**src/design/urm_regs.svh**
```systemverilog
`ifndef URM_REGS_SVH
`define URM_REGS_SVH
// Register addresses, three-bit
`define URM_A_DATA    3'h0
`define URM_A_MASK    3'h1
`define URM_A_IDENT   3'h2
`define URM_A_FORMAT  3'h3
`define URM_A_MODEM   3'h4
`define URM_A_LINE    3'h5
`define URM_A_MSTAT   3'h6
`define URM_A_SCRATCH 3'h7
// Field positions
`define URM_DLAB      7
`define URM_FEN       0
`define URM_RXRST     1
`define URM_TXRST     2
`define URM_DMA       3
`define URM_TRIG_HI   7
`define URM_TRIG_LO   6
`define URM_MASK_RX   0
`define URM_MASK_TX   1
`define URM_MASK_LS   2
`define URM_MASK_MS   3
// Interrupt identification codes
`define URM_ID_LINE   4'h6
`define URM_ID_TMO    4'hC
`define URM_ID_RXD    4'h4
`define URM_ID_TXE    4'h2
`define URM_ID_MSR    4'h0
`define URM_ID_NONE   4'h1
// Trigger levels
`define URM_TRIG_1    5'h01
`define URM_TRIG_4    5'h04
`define URM_TRIG_8    5'h08
`define URM_TRIG_14   5'h0E
// Reset values
`define URM_RST_BYTE  8'h00
`endif

```
**src/design/urm_pkg.sv**
```systemverilog
package urm_pkg;
   // Receive entry: data plus error tags
   typedef struct packed {
      logic       brk;
      logic       frm;
      logic       par;
      logic [7:0] data;
   } urm_rx_t;
   // Host bus request
   typedef struct packed {
      logic       rd;
      logic       wr;
      logic [2:0] addr;
      logic [7:0] wdata;
   } urm_bus_t;
endpackage

```
**src/design/urm_rx_mem.sv**
```systemverilog
`timescale 1ns/1ps
`default_nettype none
module urm_rx_mem import urm_pkg::*; #(
   parameter int DEPTH = 16,
   parameter int AW    = 4
) (
   input  wire logic          clk,    // Clock
   input  wire logic          we,     // Write strobe
   input  wire logic [AW-1:0] waddr,  // Write index
   input  wire urm_rx_t       wdata,  // Write entry
   input  wire logic [AW-1:0] raddr,  // Read index
   output urm_rx_t            rdata   // Registered read entry
);
   initial begin
      if (DEPTH != (1 << AW)) $error("urm_rx_mem: DEPTH must be 2**AW");
   end
   urm_rx_t mem [DEPTH];
   always_ff @(posedge clk) begin
      if (we) begin
         mem[waddr] <= wdata;
      end
      rdata <= mem[raddr];
   end
endmodule // urm_rx_mem
`default_nettype wire

```
**src/design/urm_regmap.sv**
```systemverilog
`timescale 1ns/1ps
`default_nettype none
`include "urm_regs.svh"
// How it works
// - Four mask bits gate five sources (bit 0 covers receive and timeout); unmasked pending ones show in identification.
// - FIFO mode: receive interrupt holds while fill is at or above trigger.
// - Data ready sets on a character entering the queue, clears when empty.
// - FIFO on with all masks clear gives polled operation via line status.
// - Overrun bit sets on a receive overrun.
// - Break, framing, parity bits follow the character at the queue head.
// - Bit 5 holding empty; bit 6 only when queue and shifter empty.
// - Global error bit set in FIFO mode only, while any queued character has an error.
// - Mask bit 0 enables receive interrupt: holding full or trigger reached.
// - Mask bit 1 raises transmit interrupt on empty, at once if already.
// - Mask bit 2 interrupts on line status bits 1 to 4.
// - Mask bit 3 gates the modem status interrupt.
// - Upper four mask bits read zero.
// - Identification nibble encodes highest pending source; 0001 means none.
// - Line status read clears line interrupt; modem interrupt follows modemDelta, not cleared by a read.
// - Transmit interrupt clears on identification read showing it, or holding write.
// - Trigger select 00/01/10/11 gives 1/4/8/14 characters.
module urm_regmap import urm_pkg::*; #(
   parameter int DEPTH = 16,
   parameter int AW    = 4
) (
   input  wire logic       clk,          // Clock, 200 MHz
   input  wire logic       srst,         // Sync reset, active high
   input  wire urm_bus_t   bus,          // Host request, one-cycle strobes
   output logic [7:0]      rdata,        // Read data, registered
   input  wire logic       rxPush,       // Shifter delivers character
   input  wire urm_rx_t    rxChar,       // Character with tags
   input  wire logic       txPop,        // Shifter took a transmit byte
   input  wire logic       txShiftIdle,  // Transmit shifter empty
   input  wire logic       rxTimeout,    // Receive timeout level
   input  wire logic       modemDelta,   // Any modem delta bit set
   input  wire logic [7:0] modemState,   // Modem input state byte
   output logic [7:0]      txData,       // Byte for the shifter
   output logic            txValid,      // Transmit byte present
   output logic [15:0]     divisor,      // Baud divisor
   output logic [7:0]      lineFormat,   // Line format register
   output logic [7:0]      modemCtrl,    // Modem output control
   output logic            irq           // Interrupt, active high
);
   localparam logic [AW:0] FULL = (AW+1)'(DEPTH);
   initial begin
      if (DEPTH != (1 << AW) || DEPTH < 16) $error("urm_regmap: bad DEPTH");
   end

   // ----------------------------------------
   // Decode
   // ----------------------------------------
   logic dlab;
   logic rdData, wrData, wrMask, rdIdent, wrQueue, rdLine, rdModem;
   always_comb begin
      dlab    = lineFormat[`URM_DLAB];
      rdData  = bus.rd && bus.addr == `URM_A_DATA  && !dlab;
      wrData  = bus.wr && bus.addr == `URM_A_DATA  && !dlab;
      wrMask  = bus.wr && bus.addr == `URM_A_MASK  && !dlab;
      rdIdent = bus.rd && bus.addr == `URM_A_IDENT;
      wrQueue = bus.wr && bus.addr == `URM_A_IDENT;
      rdLine  = bus.rd && bus.addr == `URM_A_LINE;
      rdModem = bus.rd && bus.addr == `URM_A_MSTAT;
   end

   // ----------------------------------------
   // Control registers
   // ----------------------------------------
   logic [3:0] mask_q, mask_d;
   logic [7:0] dll_q, dll_d, dlm_q, dlm_d, lcr_q, lcr_d, mcr_q, mcr_d, spr_q, spr_d;
   logic       fen_q, fen_d;
   logic [1:0] trig_q, trig_d;
   logic       dma_q, dma_d;
   always_comb begin
      mask_d = mask_q;
      dll_d  = dll_q;
      dlm_d  = dlm_q;
      lcr_d  = lcr_q;
      mcr_d  = mcr_q;
      spr_d  = spr_q;
      fen_d  = fen_q;
      trig_d = trig_q;
      dma_d  = dma_q;
      if (wrMask) mask_d = bus.wdata[3:0];
      if (bus.wr && dlab && bus.addr == `URM_A_DATA) dll_d = bus.wdata;
      if (bus.wr && dlab && bus.addr == `URM_A_MASK) dlm_d = bus.wdata;
      if (bus.wr && bus.addr == `URM_A_FORMAT) lcr_d = bus.wdata;
      if (bus.wr && bus.addr == `URM_A_MODEM) mcr_d = {3'h0, bus.wdata[4:0]};
      if (bus.wr && bus.addr == `URM_A_SCRATCH) spr_d = bus.wdata;
      if (wrQueue) begin
         fen_d = bus.wdata[`URM_FEN];
         if (bus.wdata[`URM_FEN]) begin
            trig_d = bus.wdata[`URM_TRIG_HI:`URM_TRIG_LO];
            dma_d  = bus.wdata[`URM_DMA];
         end
      end
   end
   always_ff @(posedge clk) begin
      if (srst) begin
         mask_q <= 4'h0;
         dll_q  <= `URM_RST_BYTE;
         dlm_q  <= `URM_RST_BYTE;
         lcr_q  <= `URM_RST_BYTE;
         mcr_q  <= `URM_RST_BYTE;
         spr_q  <= `URM_RST_BYTE;
         fen_q  <= 1'b0;
         trig_q <= 2'h0;
         dma_q  <= 1'b0;
      end else begin
         mask_q <= mask_d;
         dll_q  <= dll_d;
         dlm_q  <= dlm_d;
         lcr_q  <= lcr_d;
         mcr_q  <= mcr_d;
         spr_q  <= spr_d;
         fen_q  <= fen_d;
         trig_q <= trig_d;
         dma_q  <= dma_d;
      end
   end
   assign divisor    = {dlm_q, dll_q};
   assign lineFormat = lcr_q;
   assign modemCtrl  = mcr_q;

   // ----------------------------------------
   // Receive queue
   // ----------------------------------------
   logic [AW-1:0] wp_q, wp_d, rp_q, rp_d;
   logic [AW:0]   cnt_q, cnt_d;
   logic [DEPTH-1:0] err_q, err_d;
   logic          ovr_q, ovr_d;
   logic          pop, push, rxRst, txRst, entErr;
   logic [AW:0]   cap;
   urm_rx_t       head;
   always_comb begin
      rxRst  = wrQueue && bus.wdata[`URM_FEN] && bus.wdata[`URM_RXRST];
      cap    = fen_q ? FULL : (AW+1)'(1);
      pop    = rdData && cnt_q != '0;
      push   = rxPush && (cnt_q - (AW+1)'(pop)) < cap;
      entErr = rxChar.brk || rxChar.frm || rxChar.par;
      wp_d   = wp_q;
      rp_d   = rp_q;
      cnt_d  = cnt_q;
      err_d  = err_q;
      ovr_d  = ovr_q;
      if (pop) begin
         rp_d = rp_q + AW'(1);
         err_d[rp_q] = 1'b0;
      end
      if (push) begin
         wp_d = wp_q + AW'(1);
         err_d[wp_q] = entErr;
      end
      cnt_d = cnt_q + (AW+1)'(push) - (AW+1)'(pop);
      if (rdLine) ovr_d = 1'b0;
      if (rxPush && !push) ovr_d = 1'b1;
      if (rxRst) begin
         wp_d  = '0;
         rp_d  = '0;
         cnt_d = '0;
         err_d = '0;
      end
   end
   always_ff @(posedge clk) begin
      if (srst) begin
         wp_q  <= '0;
         rp_q  <= '0;
         cnt_q <= '0;
         err_q <= '0;
         ovr_q <= 1'b0;
      end else begin
         wp_q  <= wp_d;
         rp_q  <= rp_d;
         cnt_q <= cnt_d;
         err_q <= err_d;
         ovr_q <= ovr_d;
      end
   end
   urm_rx_mem #(.DEPTH(DEPTH), .AW(AW)) u_mem (
      .clk   (clk),
      .we    (push),
      .waddr (wp_q),
      .wdata (rxChar),
      .raddr (rp_d),
      .rdata (head)
   );

   // ----------------------------------------
   // Transmit queue (count only; data to shifter)
   // ----------------------------------------
   logic [AW:0] txCnt_q, txCnt_d;
   logic [7:0]  txb_q, txb_d;
   logic        txe_q, txe_d;
   always_comb begin
      txRst   = wrQueue && bus.wdata[`URM_FEN] && bus.wdata[`URM_TXRST];
      txCnt_d = txCnt_q + (AW+1)'(wrData && txCnt_q < (fen_q ? FULL : (AW+1)'(1)))
                - (AW+1)'(txPop && txCnt_q != '0);
      txb_d   = wrData ? bus.wdata : txb_q;
      if (txRst) txCnt_d = '0;
   end
   always_ff @(posedge clk) begin
      if (srst) begin
         txCnt_q <= '0;
         txb_q   <= `URM_RST_BYTE;
      end else begin
         txCnt_q <= txCnt_d;
         txb_q   <= txb_d;
      end
   end
   assign txData  = txb_q;
   assign txValid = txCnt_q != '0;

   // ----------------------------------------
   // Status and interrupt sources
   // ----------------------------------------
   logic [4:0] trigLvl;
   logic [7:0] lineSt;
   logic       srcLine, srcRx, srcTmo, srcTx, srcMs, lsi_q, lsi_d, thrEmpty;
   logic       txi_q, txi_d, txArm_q, txArm_d;
   logic [3:0] ident;
   always_comb begin
      unique case (trig_q)
         2'b00: trigLvl = `URM_TRIG_1;
         2'b01: trigLvl = `URM_TRIG_4;
         2'b10: trigLvl = `URM_TRIG_8;
         2'b11: trigLvl = `URM_TRIG_14;
      endcase
      thrEmpty = txCnt_q == '0;
      lineSt[0] = cnt_q != '0;
      lineSt[1] = ovr_q;
      lineSt[2] = lineSt[0] && head.par;
      lineSt[3] = lineSt[0] && head.frm;
      lineSt[4] = lineSt[0] && head.brk;
      lineSt[5] = thrEmpty;
      lineSt[6] = thrEmpty && txShiftIdle;
      lineSt[7] = fen_q && |err_q;
      // Line status interrupt: set wins over read clear
      lsi_d = rdLine ? 1'b0 : lsi_q;
      if ((ovr_d && !ovr_q) || (push && entErr && cnt_q == '0)) lsi_d = 1'b1;
      if (pop && cnt_q > (AW+1)'(1)) lsi_d = lsi_d || err_q[rp_q + AW'(1)];
      srcLine = mask_q[`URM_MASK_LS] && lsi_q;
      srcRx   = mask_q[`URM_MASK_RX] && (fen_q ? {1'b0, cnt_q} >= {1'b0, trigLvl}
                                                : cnt_q != '0);
      srcTmo  = mask_q[`URM_MASK_RX] && fen_q && rxTimeout && cnt_q != '0;
      srcTx   = mask_q[`URM_MASK_TX] && txi_q;
      srcMs   = mask_q[`URM_MASK_MS] && modemDelta;
      if (srcLine)     ident = `URM_ID_LINE;
      else if (srcTmo) ident = `URM_ID_TMO;
      else if (srcRx)  ident = `URM_ID_RXD;
      else if (srcTx)  ident = `URM_ID_TXE;
      else if (srcMs)  ident = `URM_ID_MSR;
      else             ident = `URM_ID_NONE;
   end
   // Transmit interrupt flag
   always_comb begin
      txArm_d = mask_q[`URM_MASK_TX];
      txi_d   = txi_q;
      if ((rdIdent && ident == `URM_ID_TXE) || wrData) txi_d = 1'b0;
      if (thrEmpty && txe_q == 1'b0) txi_d = 1'b1;
      if (mask_q[`URM_MASK_TX] && !txArm_q && thrEmpty) txi_d = 1'b1;
      txe_d = thrEmpty;
   end
   always_ff @(posedge clk) begin
      if (srst) begin
         txi_q   <= 1'b0;
         txArm_q <= 1'b0;
         txe_q   <= 1'b1;
         lsi_q   <= 1'b0;
      end else begin
         txi_q   <= txi_d;
         txArm_q <= txArm_d;
         txe_q   <= txe_d;
         lsi_q   <= lsi_d;
      end
   end

   // ----------------------------------------
   // Read mux
   // ----------------------------------------
   logic [7:0] rd_d;
   always_comb begin
      rd_d = rdata;
      if (bus.rd) begin
         unique case (bus.addr)
            `URM_A_DATA:    rd_d = dlab ? dll_q : head.data;
            `URM_A_MASK:    rd_d = dlab ? dlm_q : {4'h0, mask_q};
            `URM_A_IDENT:   rd_d = {fen_q, fen_q, 2'h0, ident};
            `URM_A_FORMAT:  rd_d = lcr_q;
            `URM_A_MODEM:   rd_d = mcr_q;
            `URM_A_LINE:    rd_d = lineSt;
            `URM_A_MSTAT:   rd_d = modemState;
            `URM_A_SCRATCH: rd_d = spr_q;
         endcase
      end
   end
   always_ff @(posedge clk) begin
      if (srst) rdata <= `URM_RST_BYTE;
      else      rdata <= rd_d;
   end
   assign irq = ident != `URM_ID_NONE && mcr_q[3];
endmodule // urm_regmap
`default_nettype wire

```
**config.mk**
```make
export PLATFORM = sky130hd
export DESIGN_NAME = urm_regmap
export DESIGN_NICKNAME = d
export VERILOG_FILES = /design/src/design/urm_pkg.sv /design/src/design/urm_rx_mem.sv /design/src/design/urm_regmap.sv
export VERILOG_INCLUDE_DIRS = /design/src /design/src/design
export SDC_FILE = /design/constraint.sdc
export NUM_CORES = 1
export LEC_CHECK = 0
export ABC_AREA = 1
export BUFFER_PORTS_ARGS = -buffer_cell sky130_fd_sc_hd__buf_2
export CAP_MARGIN = 20
export CORE_UTILIZATION = 61
export CTS_CLUSTER_DIAMETER = 60
export DETAILED_ROUTE_END_ITERATION = 8
export PLACE_DENSITY = 0.83
export SLEW_MARGIN = 20
export SYNTH_ARGS = -nofsm -noshare
export SYNTH_HDL_FRONTEND = slang
export SYNTH_SLANG_ARGS = --single-unit
```
**constraint.sdc**
```tcl
create_clock -name clk -period 4.8 [get_ports clk]
set_input_delay 0.96 -clock clk [delete_from_list [all_inputs] [get_ports clk]]
set_output_delay 0.96 -clock clk [all_outputs]
set_load 0.02 [all_outputs]
```
Word level (Yosys, flattened, before mapping)
Memory sizes are Yosys's and may differ from the RTL's. A register that Yosys moved wholly into a read port is not among the register bits.
Cells that the tools add are included.

word-level totals
  register bits = 99
  memories = 1
  bits in writable memories = 176

cells by class
  equality and inequality tests = 12
  bitwise logic cells = 3
  order comparisons = 9
  mux-type cells = 32
  add/sub/neg operators = 7
  reductions and logical operators = 66

memories
  memory     words  width  rd ports  clocked after Yosys merged registers in  wr ports  line              RTL
  u_mem.mem  16     11     1         1                                        1         urm_rx_mem.sv:17  urm_rx_t mem [DEPTH];

operators with widths
  operator                                                                             number
  8-bit one-hot mux with 8 select lines                                                1
  1-bit logical AND                                                                    46
  16-bit two-way mux                                                                   2
  5-bit one-hot mux with 4 select lines                                                1
  16-bit bitwise AND                                                                   1
  16-bit bitwise mux                                                                   1
  4-bit two-way mux                                                                    4
  8-bit two-way mux                                                                    2
  16-bit NOT                                                                           1
  16-bit OR reduction                                                                  1
  4-bit by 5-bit < comparator with 1-bit output, second input constant                 3
  1-bit two-way mux                                                                    15
  5-bit by 1-bit subtractor with 5-bit output                                          3
  3-bit equality test, second input constant                                           4
  5-bit by 1-bit adder with 5-bit output                                               2
  5-bit zero test                                                                      2
  5-bit < comparator                                                                   2
  5-bit nonzero test                                                                   2
  4-bit by 1-bit adder with 4-bit output, second input constant                        2
  1-bit demux with 4-bit select                                                        2
  4-bit by 1-bit greater-or-equal comparator with 1-bit output, second input constant  2
  3-bit by 2-bit equality test with 1-bit output, second input constant                2
  5-bit greater-or-equal comparator                                                    1
  5-bit by 1-bit > comparator with 1-bit output, second input constant                 1
  17 further kinds                                                                     26

Longest topological paths before layout
Gate-level depths: netlist (run 1).

  depth in word-level cells = 15
  gate-level depth with buffers = 25
  depth with buffers taken out = 22

By module
A second synthesis (run 1) with hierarchy kept.

second synthesis, totals
  cell total of the unflattened synthesis = 1579
  area, all modules = 13539.2 um^2

modules (own cells, without submodules)
  module      cells an instance  seq. area each (um^2)  area each (um^2)  instances
  urm_rx_mem  747                5505.3                 7852.5            1
  urm_regmap  832                1981.9                 5686.7            1

Worst setup path before layout (run 1)
No wires, ideal clock.

  path type = input -> register
  start = in bus[9] in the netlist's numbering
  end = reg cnt_q[4]
  buffers on the path = 2
  arrival = 4.248 ns
  path slack = 0.487 ns
  required time = 4.735 ns
  stages = 24
  path through = nor2_4 nand2_4 nor2_8 nand2_4 buf_8 inv_1 ha_1 ha_1 o21ai_0 xor2_1 ha_1 o21ai_1 nand3_1 buf_2 ha_1 inv_1 ha_1 fa_1 nand2_1 a21oi_1 nor2_1 xor2_1 inv_1 nor2_1

between the ends
  cells in the longest elaborated chain, start to end = 9
  elaborated cells between the ends (all ways) = 14
  classes of those cells = add/sub (3); order compare (1); eq/ne (1); reduce/logical (9)

RTL lines
  item                                         line               RTL
  start: declaration                           urm_regmap.sv:28   input wire urm_bus_t bus,
  3-bit zero test                              --
  1-bit logical AND (no source line)           --
  1-bit logical AND                            urm_regmap.sv:56   rdData = bus.rd && bus.addr == `URM_A_DATA && !dlab;
  1-bit logical AND                            urm_regmap.sv:137  pop = rdData && cnt_q != '0;
  5-bit by 1-bit subtractor with 5-bit output  urm_regmap.sv:138  push = rxPush && (cnt_q - (AW+1)'(pop)) < cap;
  5-bit < comparator                           urm_regmap.sv:138
  1-bit logical AND                            urm_regmap.sv:138
  5-bit by 1-bit adder with 5-bit output       urm_regmap.sv:153  cnt_d = cnt_q + (AW+1)'(push) - (AW+1)'(pop);
  5-bit by 1-bit subtractor with 5-bit output  urm_regmap.sv:153
  end signal: assignment                       urm_regmap.sv:173  cnt_q <= cnt_d;
  end: declaration                             urm_regmap.sv:128  logic [AW:0] cnt_q, cnt_d;

Several ways; a longest one is shown, not always the timed one.
A chain may end at the register's enable or synchronous reset.

Worst setup path in the final report (run 1)
  start = reg cnt_q[3]
  end = reg cnt_q[4]

between the ends
  cells in the longest elaborated chain, start to end = 7

RTL lines
  item                                             line
  5-bit nonzero test                               urm_regmap.sv:137
  1-bit logical AND                                urm_regmap.sv:137
  5-bit by 1-bit subtractor with 5-bit output      urm_regmap.sv:138
  5-bit < comparator                               urm_regmap.sv:138
  1-bit logical AND                                urm_regmap.sv:138
  5-bit by 1-bit adder with 5-bit output           urm_regmap.sv:153
  5-bit by 1-bit subtractor with 5-bit output (*)  urm_regmap.sv:153

Every way passes the cells marked *; elsewhere a longest branch is shown, timed or not.

==> results of run 1 <==
==> power by group through the flow <==
stage / sequential [mW] / combinational, mW / clock, mW
floorplan: 2.94 / 1.00 / 0
global placement: 2.94 / 1.36 / 0
detailed placement: 2.95 / 1.41 / 0
CTS: 2.90 / 1.44 / 2.39
global route: 2.92 / 1.63 / 2.50
finish: 2.90 / 1.46 / 2.39
==> stage by stage <==
step | worst slack [ns] | hold slack, ns
4_1_cts | 0.621 | 0.455
6_report | 0.594 | 0.455
2_1_floorplan | 0.487 | 0.425
3_5_place_dp | 0.340 | 0.448
5_1_grt | 0.211 | 0.481
3_3_place_gp | 0.445 | 0.436
==> sequential cells by signal (all words and copies together) (netlist names) <==
name and flops:
err_q 16, mask_q 4, dlm_q 8, trig_q 2
cnt_q 5, ovr_q 1, fen_q 1, txe_q 1
txCnt_q 5, modemCtrl 5, lineFormat 8, txArm_q 1
u_mem.mem 176, dll_q 8, rdata 8, u_mem.rdata 11
wp_q 4, txData 8, spr_q 8, txi_q 1
lsi_q 1, rp_q 4
==> critical path: stages, from the launching register on <==
cell     delay [ns]
dfxtp_1        0.31
inv_1          0.19
ha_1           0.28
nand3_2        0.25
nand2_4        0.25
inv_1          0.11
ha_1           0.22
ha_1           0.21
o21ai_0        0.23
xor2_1         0.18
ha_1           0.24
o21ai_1        0.10
nand3_1        0.12
ha_1           0.29
inv_1          0.04
ha_1           0.20
fa_1           0.38
nand2_1        0.09
a21oi_1        0.06
nor2_1         0.11
xor2_1         0.15
inv_1          0.05
nor2_1         0.07
==> metal layers <==
| metal | vias to the layer above | track usage [%] | share of wire, % |
|---|---|---|---|
| met5 | - | 0 | 0.038 |
| met4 | 2 | 12.2 | 4.0 |
| met3 | 127 | 6.51 | 11 |
| met2 | 664 | 47.6 | 46 |
| met1 | 5087 | 41.4 | 39 |
| li1 | 5192 | - | - |
==> cell families after synthesis <==
| family | after synthesis | synth area share [%] |
|---|---|---|
| and+or+nand+nor | 724 | 24.0 |
| DFF | 286 | 55.4 |
| buffers and inverters | 278 | 8.65 |
| AOI/OAI and AO/OA | 195 | 7.84 |
| adders and majority gates | 37 | 3.54 |
| xor gates and xnor gates | 8 | 0.518 |
| other | 1 | 0.0277 |
==> synthesized netlist by cell type (3+ instances only) <==
cell type,instances
nand2_1,344
nand3_1,231
inv_1,204
edfxtp_1,176
dfxtp_1,110
nor2_1,99
a21oi_1,86
o21ai_0,80
ha_1,35
buf_2,27
clkbuf_1,20
nand3_2,12
buf_4,8
o211ai_1,8
buf_1,7
xor2_1,7
a31oi_1,5
buf_6,5
nand4_1,5
nor4_1,5
a22oi_1,4
nand2_4,4
inv_2,3
nand2_2,3
nor3_2,3
==> area by class of cell <==
cell class,instances,area [sq um],share of cell area [%]
Clock buffer,43,876,5.79
Inverter,209,787,5.20
Sequential cell,286,7490,49.5
Multi-Input combinational cell,967,4900,32.4
Timing Repair Buffer,105,576,3.80
Clock inverter,13,158,1.04
Tap cell,280,350,2.32
==> final timing paths <==
check                               from       end  slack (ns)  cells after the start
worst max register to register  cnt_q[3]  cnt_q[4]        0.59                     22
worst min-delay path            spr_q[4]  spr_q[4]        0.46                      2
worst min register to register  spr_q[4]  spr_q[4]        0.46                      2
worst max-delay path            cnt_q[3]  cnt_q[4]        0.59                     22
==> results.toml, run 1 <==
[setup_path]
cp.required_ns = 5.27
cp.arrival_ns = 4.68
worstPathMaxFanout = 11
end_kind = "flip-flop"
crit_type = "flip-flop to flip-flop"
cp-start-kind = "flip-flop"

[pwr]
p_leak_nw = 6.56
power_density_mw_per_mm2 = 446
p_seq_share_pct = 43.0
clkPwrFrac_pct = 35.4
p_sw_share_pct = 30.3
p_int_mw = 4.70
total_power_mw = 6.75
irDropWorstVdd_v = 0.000398
comb_power_share_pct = 21.6
power.switching_mw = 2.05

[cts]
cts_made_buffers = 30
htreeDepth = 1
clockRootBuffer = "clkbuf_16"
cts_tree = "built"
hold_buffers = 0
cts_buffer_depth = 3
post_cts.repair.setup_buffers = 0
clock_sinks = 286
insertion_delay_ns = 0.56
clk_pin_slew_ns = 0.07
ctsResizeCount = 0

[global_route]
antenna_found_initial = 1
grt-ovfl-total = 0
grt_max_degree = 72
grt_pass1_wl_microns = 52600
grt_pass1_vias = 10145
grt.total_usage_pct = 30.4

[layout]
design_area_sq_mm = 0.0151
final_cell_mix = "nand2_1 (344), nand3_1 (231), inv_1 (204)"
insertedDiodeCount = 0
finalNonFillerCells = 1903
mostFrequentLayoutCell = "nand2_1"
filler_cell_count = 1590
syn_to_final_growth_pct = 11.9
drive_gt1_share_pct = 11.8
fin_nets = 1675
final_util_pct = 69.5

[die]
core_sq_mm = 0.0218
initial_utilization_pct = 62.1
io_pins = 89
die_w_microns = 151
rows = 54
die_area_sq_mm = 0.0228
die_h_microns = 151

[sta]
hold_viol_final = 0
slew_headroom_pct = 42.0
finalSetupTns_ns = 0
finalSetupViolCount = 0
rsz0062_at_grt = "no"
slew_viol_final = 0
fin_crit_ns = 4.21
skew_ns = 0.0240
timing.fmax_ghz = 0.238
finalCritPeriodShare_pct = 87.6
tightestPinTransition_ns = 0.869

[synth]
syn_area_sq_mm = 0.0135
syn_inst = 1529
synth_area_leaders = "edfxtp_1 (39%), dfxtp_1 (16%), nand2_1 (9.6%), nand3_1 (8.6%), inv_1 (5.7%)"
synth_top_area_share_pct = 39.1
avgSynthCellArea_sq_um = 8.84
synth.ff_latch_count = 286
ys_warn_count = 0
ys.flop_type = "edfxtp_1"
synth_edf_count = 176
yosys.area.top_type = "edfxtp_1"
ys_async_sr_fraction_pct = 0
yosysSeqAreaShare_pct = 55.4
ys_types = 52

[routing]
wl_per_cell_microns = 18.0
drc_errors = 0
vias = 11072
dr.first_iter.drc_count = 1370
drtAntennaViolNets = 0
first_pass_iters = 6
vias_per_cell = 5.82
routed_wl_microns = 34300

[placement]
port_buffers = 85
dpl-instance-area_sq_mm = 0.0141
gp_congestion = 1.01
dpl.hpwl_microns = 22600
dp.cells = 1847

[min_path]
min_path_type = "flip-flop to flip-flop"

[run]
cap_violations = 0

[run_status]
status = "complete, no violations"
Power figures use the tool's default switching activity.
==> run 2: changes to the inputs <==
--- a/config.mk
+++ b/config.mk
@@ -9,6 +9,7 @@
 export ABC_AREA = 1
 export BUFFER_PORTS_ARGS = -buffer_cell sky130_fd_sc_hd__buf_2
 export CAP_MARGIN = 20
+export CORE_MARGIN = 3
 export CORE_UTILIZATION = 61
 export CTS_CLUSTER_DIAMETER = 60
 export DETAILED_ROUTE_END_ITERATION = 8
==> results.toml, run 2 (synthesis gave the netlist of run 1 again) <==
[die]
initial_utilization_pct = 63.1
die_w_microns = 155
die_h_microns = 155
io_pins = 89
core_sq_mm = 0.0214
rows = 53
die_area_sq_mm = 0.0240

[min_path]
min_path_type = "flip-flop to flip-flop"

[layout]
fin_nets = 1671
insertedDiodeCount = 0
drive_gt1_share_pct = 11.4
filler_cell_count = 1607
final_cell_mix = "nand2_1 (344), nand3_1 (231), inv_1 (204)"
syn_to_final_growth_pct = 10.8
reg_top3 = "u_mem.mem (176), err_q (16), u_mem.rdata (11)"
design_area_sq_mm = 0.0150
mostFrequentLayoutCell = "nand2_1"
largest_register = "u_mem.mem"
largest_reg_flops = 176

[sta]
timing.fmax_ghz = 0.228
slew_viol_final = 0
tightestPinTransition_ns = 1.02
slew_headroom_pct = 31.9
fin_crit_ns = 4.39
skew_ns = 0.0186
hold_viol_final = 0
finalCritPeriodShare_pct = 91.4
fin_ws_ns = 0.414
finalSetupViolCount = 0
finalSetupTns_ns = 0
rsz0062_at_grt = "no"

[pwr]
p_leak_nw = 6.49
power_density_mw_per_mm2 = 432
irDropWorstVdd_v = 0.000345
total_power_mw = 6.48

[routing]
routed_wl_microns = 33500
first_pass_iters = 6
drc_errors = 0
drtAntennaViolNets = 0
dr.first_iter.drc_count = 1257
wl_per_cell_microns = 17.7
vias = 11006
vias_per_cell = 5.81

[cts]
insertion_delay_ns = 0.55
ctsResizeCount = 0
hold_buffers = 0
clockRootBuffer = "clkbuf_16"
clock_sinks = 286
cts_made_buffers = 29
htreeDepth = 1
cts_buffer_depth = 3
clk_pin_slew_ns = 0.06
post_cts.repair.setup_buffers = 0
cts_tree = "built"

[setup_path]
cp-start-kind = "flip-flop"
end_kind = "flip-flop"
cp.arrival_ns = 4.87
worstPathMaxFanout = 11
cp_cell_sequence = "inv_1, ha_1, nand3_2, nand2_4, inv_1, ha_1, ha_1, o21ai_0, xor2_1, ha_1, o21ai_1, nand3_1, ha_1, inv_1, ha_1, fa_1, nand2_1, a21oi_1, nor2_1, xor2_1, inv_1, nor2_1"
slowest_delay_ns = 0.39
crit_top_cell = "ha_1"
slowest_stage = "fa_1"
crit_type = "flip-flop to flip-flop"
cp.required_ns = 5.28

[global_route]
grt_max_degree = 90
grt-ovfl-total = 0
antenna_found_initial = 0
grt_pass1_wl_microns = 53500
grt.total_usage_pct = 27.4
grt_pass1_vias = 10352

[placement]
gp_congestion = 0.957
dpl-instance-area_sq_mm = 0.0140
port_buffers = 85
dp_slack_ns = 0.266
dpl.hpwl_microns = 22100

[run_status]
status = "complete, no violations"

[run]
cap_violations = 0
==> run 2: cell count changes in the layout (fill, tap and decap cells not counted), sizes merged <==
cell	before	now
inv	212	210
bufinv	3	0
clkbuf	43	48
buf	105	102
clkinv	7	5
==> run 2: critical path, delay by kind of cell (launching register included) <==
| kind | cells | cell delay, ns |
|---|---|---|
| and+or+nand+nor | 6 | 0.95 |
| buffers and inverters | 4 | 0.39 |
| xor gates and xnor gates | 2 | 0.34 |
| AOI/OAI and AO/OA | 3 | 0.42 |
| adders and majority gates | 7 | 1.82 |
| DFF | 1 | 0.38 |
==> run 2: power breakdown <==
| part | internal, mW | switching, mW | leakage (nW) |
|---|---|---|---|
| sequential | 2.81 | 0.0990 | 2.48 |
| clock | 1.24 | 0.910 | 0.459 |
| combinational | 0.453 | 0.962 | 3.55 |
| total | 4.50 | 1.97 | 6.49 |
==> run 2: final timing paths <==
path	startpoint	endpoint	slack (ns)	cells after the start
hold reg to reg	spr_q[7]	spr_q[7]	0.46	2
hold / removal	spr_q[7]	spr_q[7]	0.46	2
setup / recovery	cnt_q[2]	cnt_q[4]	0.41	22
setup reg to reg	cnt_q[2]	cnt_q[4]	0.41	22
==> run 2: per-stage QoR <==
| stage | hold WS, ns | std cells | util [%] |
|---|---|---|---|
| after floorplan | 0.425 | 1531 | - |
| after global placement | 0.441 | 1838 | 65.6 |
| after detailed placement | 0.447 | 1838 | 65.6 |
| after CTS | 0.456 | 1892 | 69.8 |
| after global routing | 0.480 | 1893 | 69.9 |
| final | 0.459 | 1893 | 69.9 |
==> run 2: final cells by class <==
type                       instances  area, sq um  area share [%]
tap                              275          344            2.30
multi-input combinational        967         4890            32.6
clock inverter                     6         37.5           0.251
clock buffer                      48          875            5.84
timing repair buffer             102          561            3.74
sequential                       286         7490            50.0
inverter                         209          787            5.25
==> run 2: routing by layer <==
metal	routed length [microns]	GRT usage (%)	vias up	share of wire, %
met3	3540	4.78	88	11
met4	852	7.32	0	2.5
met5	0	0	-	0
met2	15500	43.9	624	46
li1	-	-	5186	-
met1	13600	39.0	5108	41
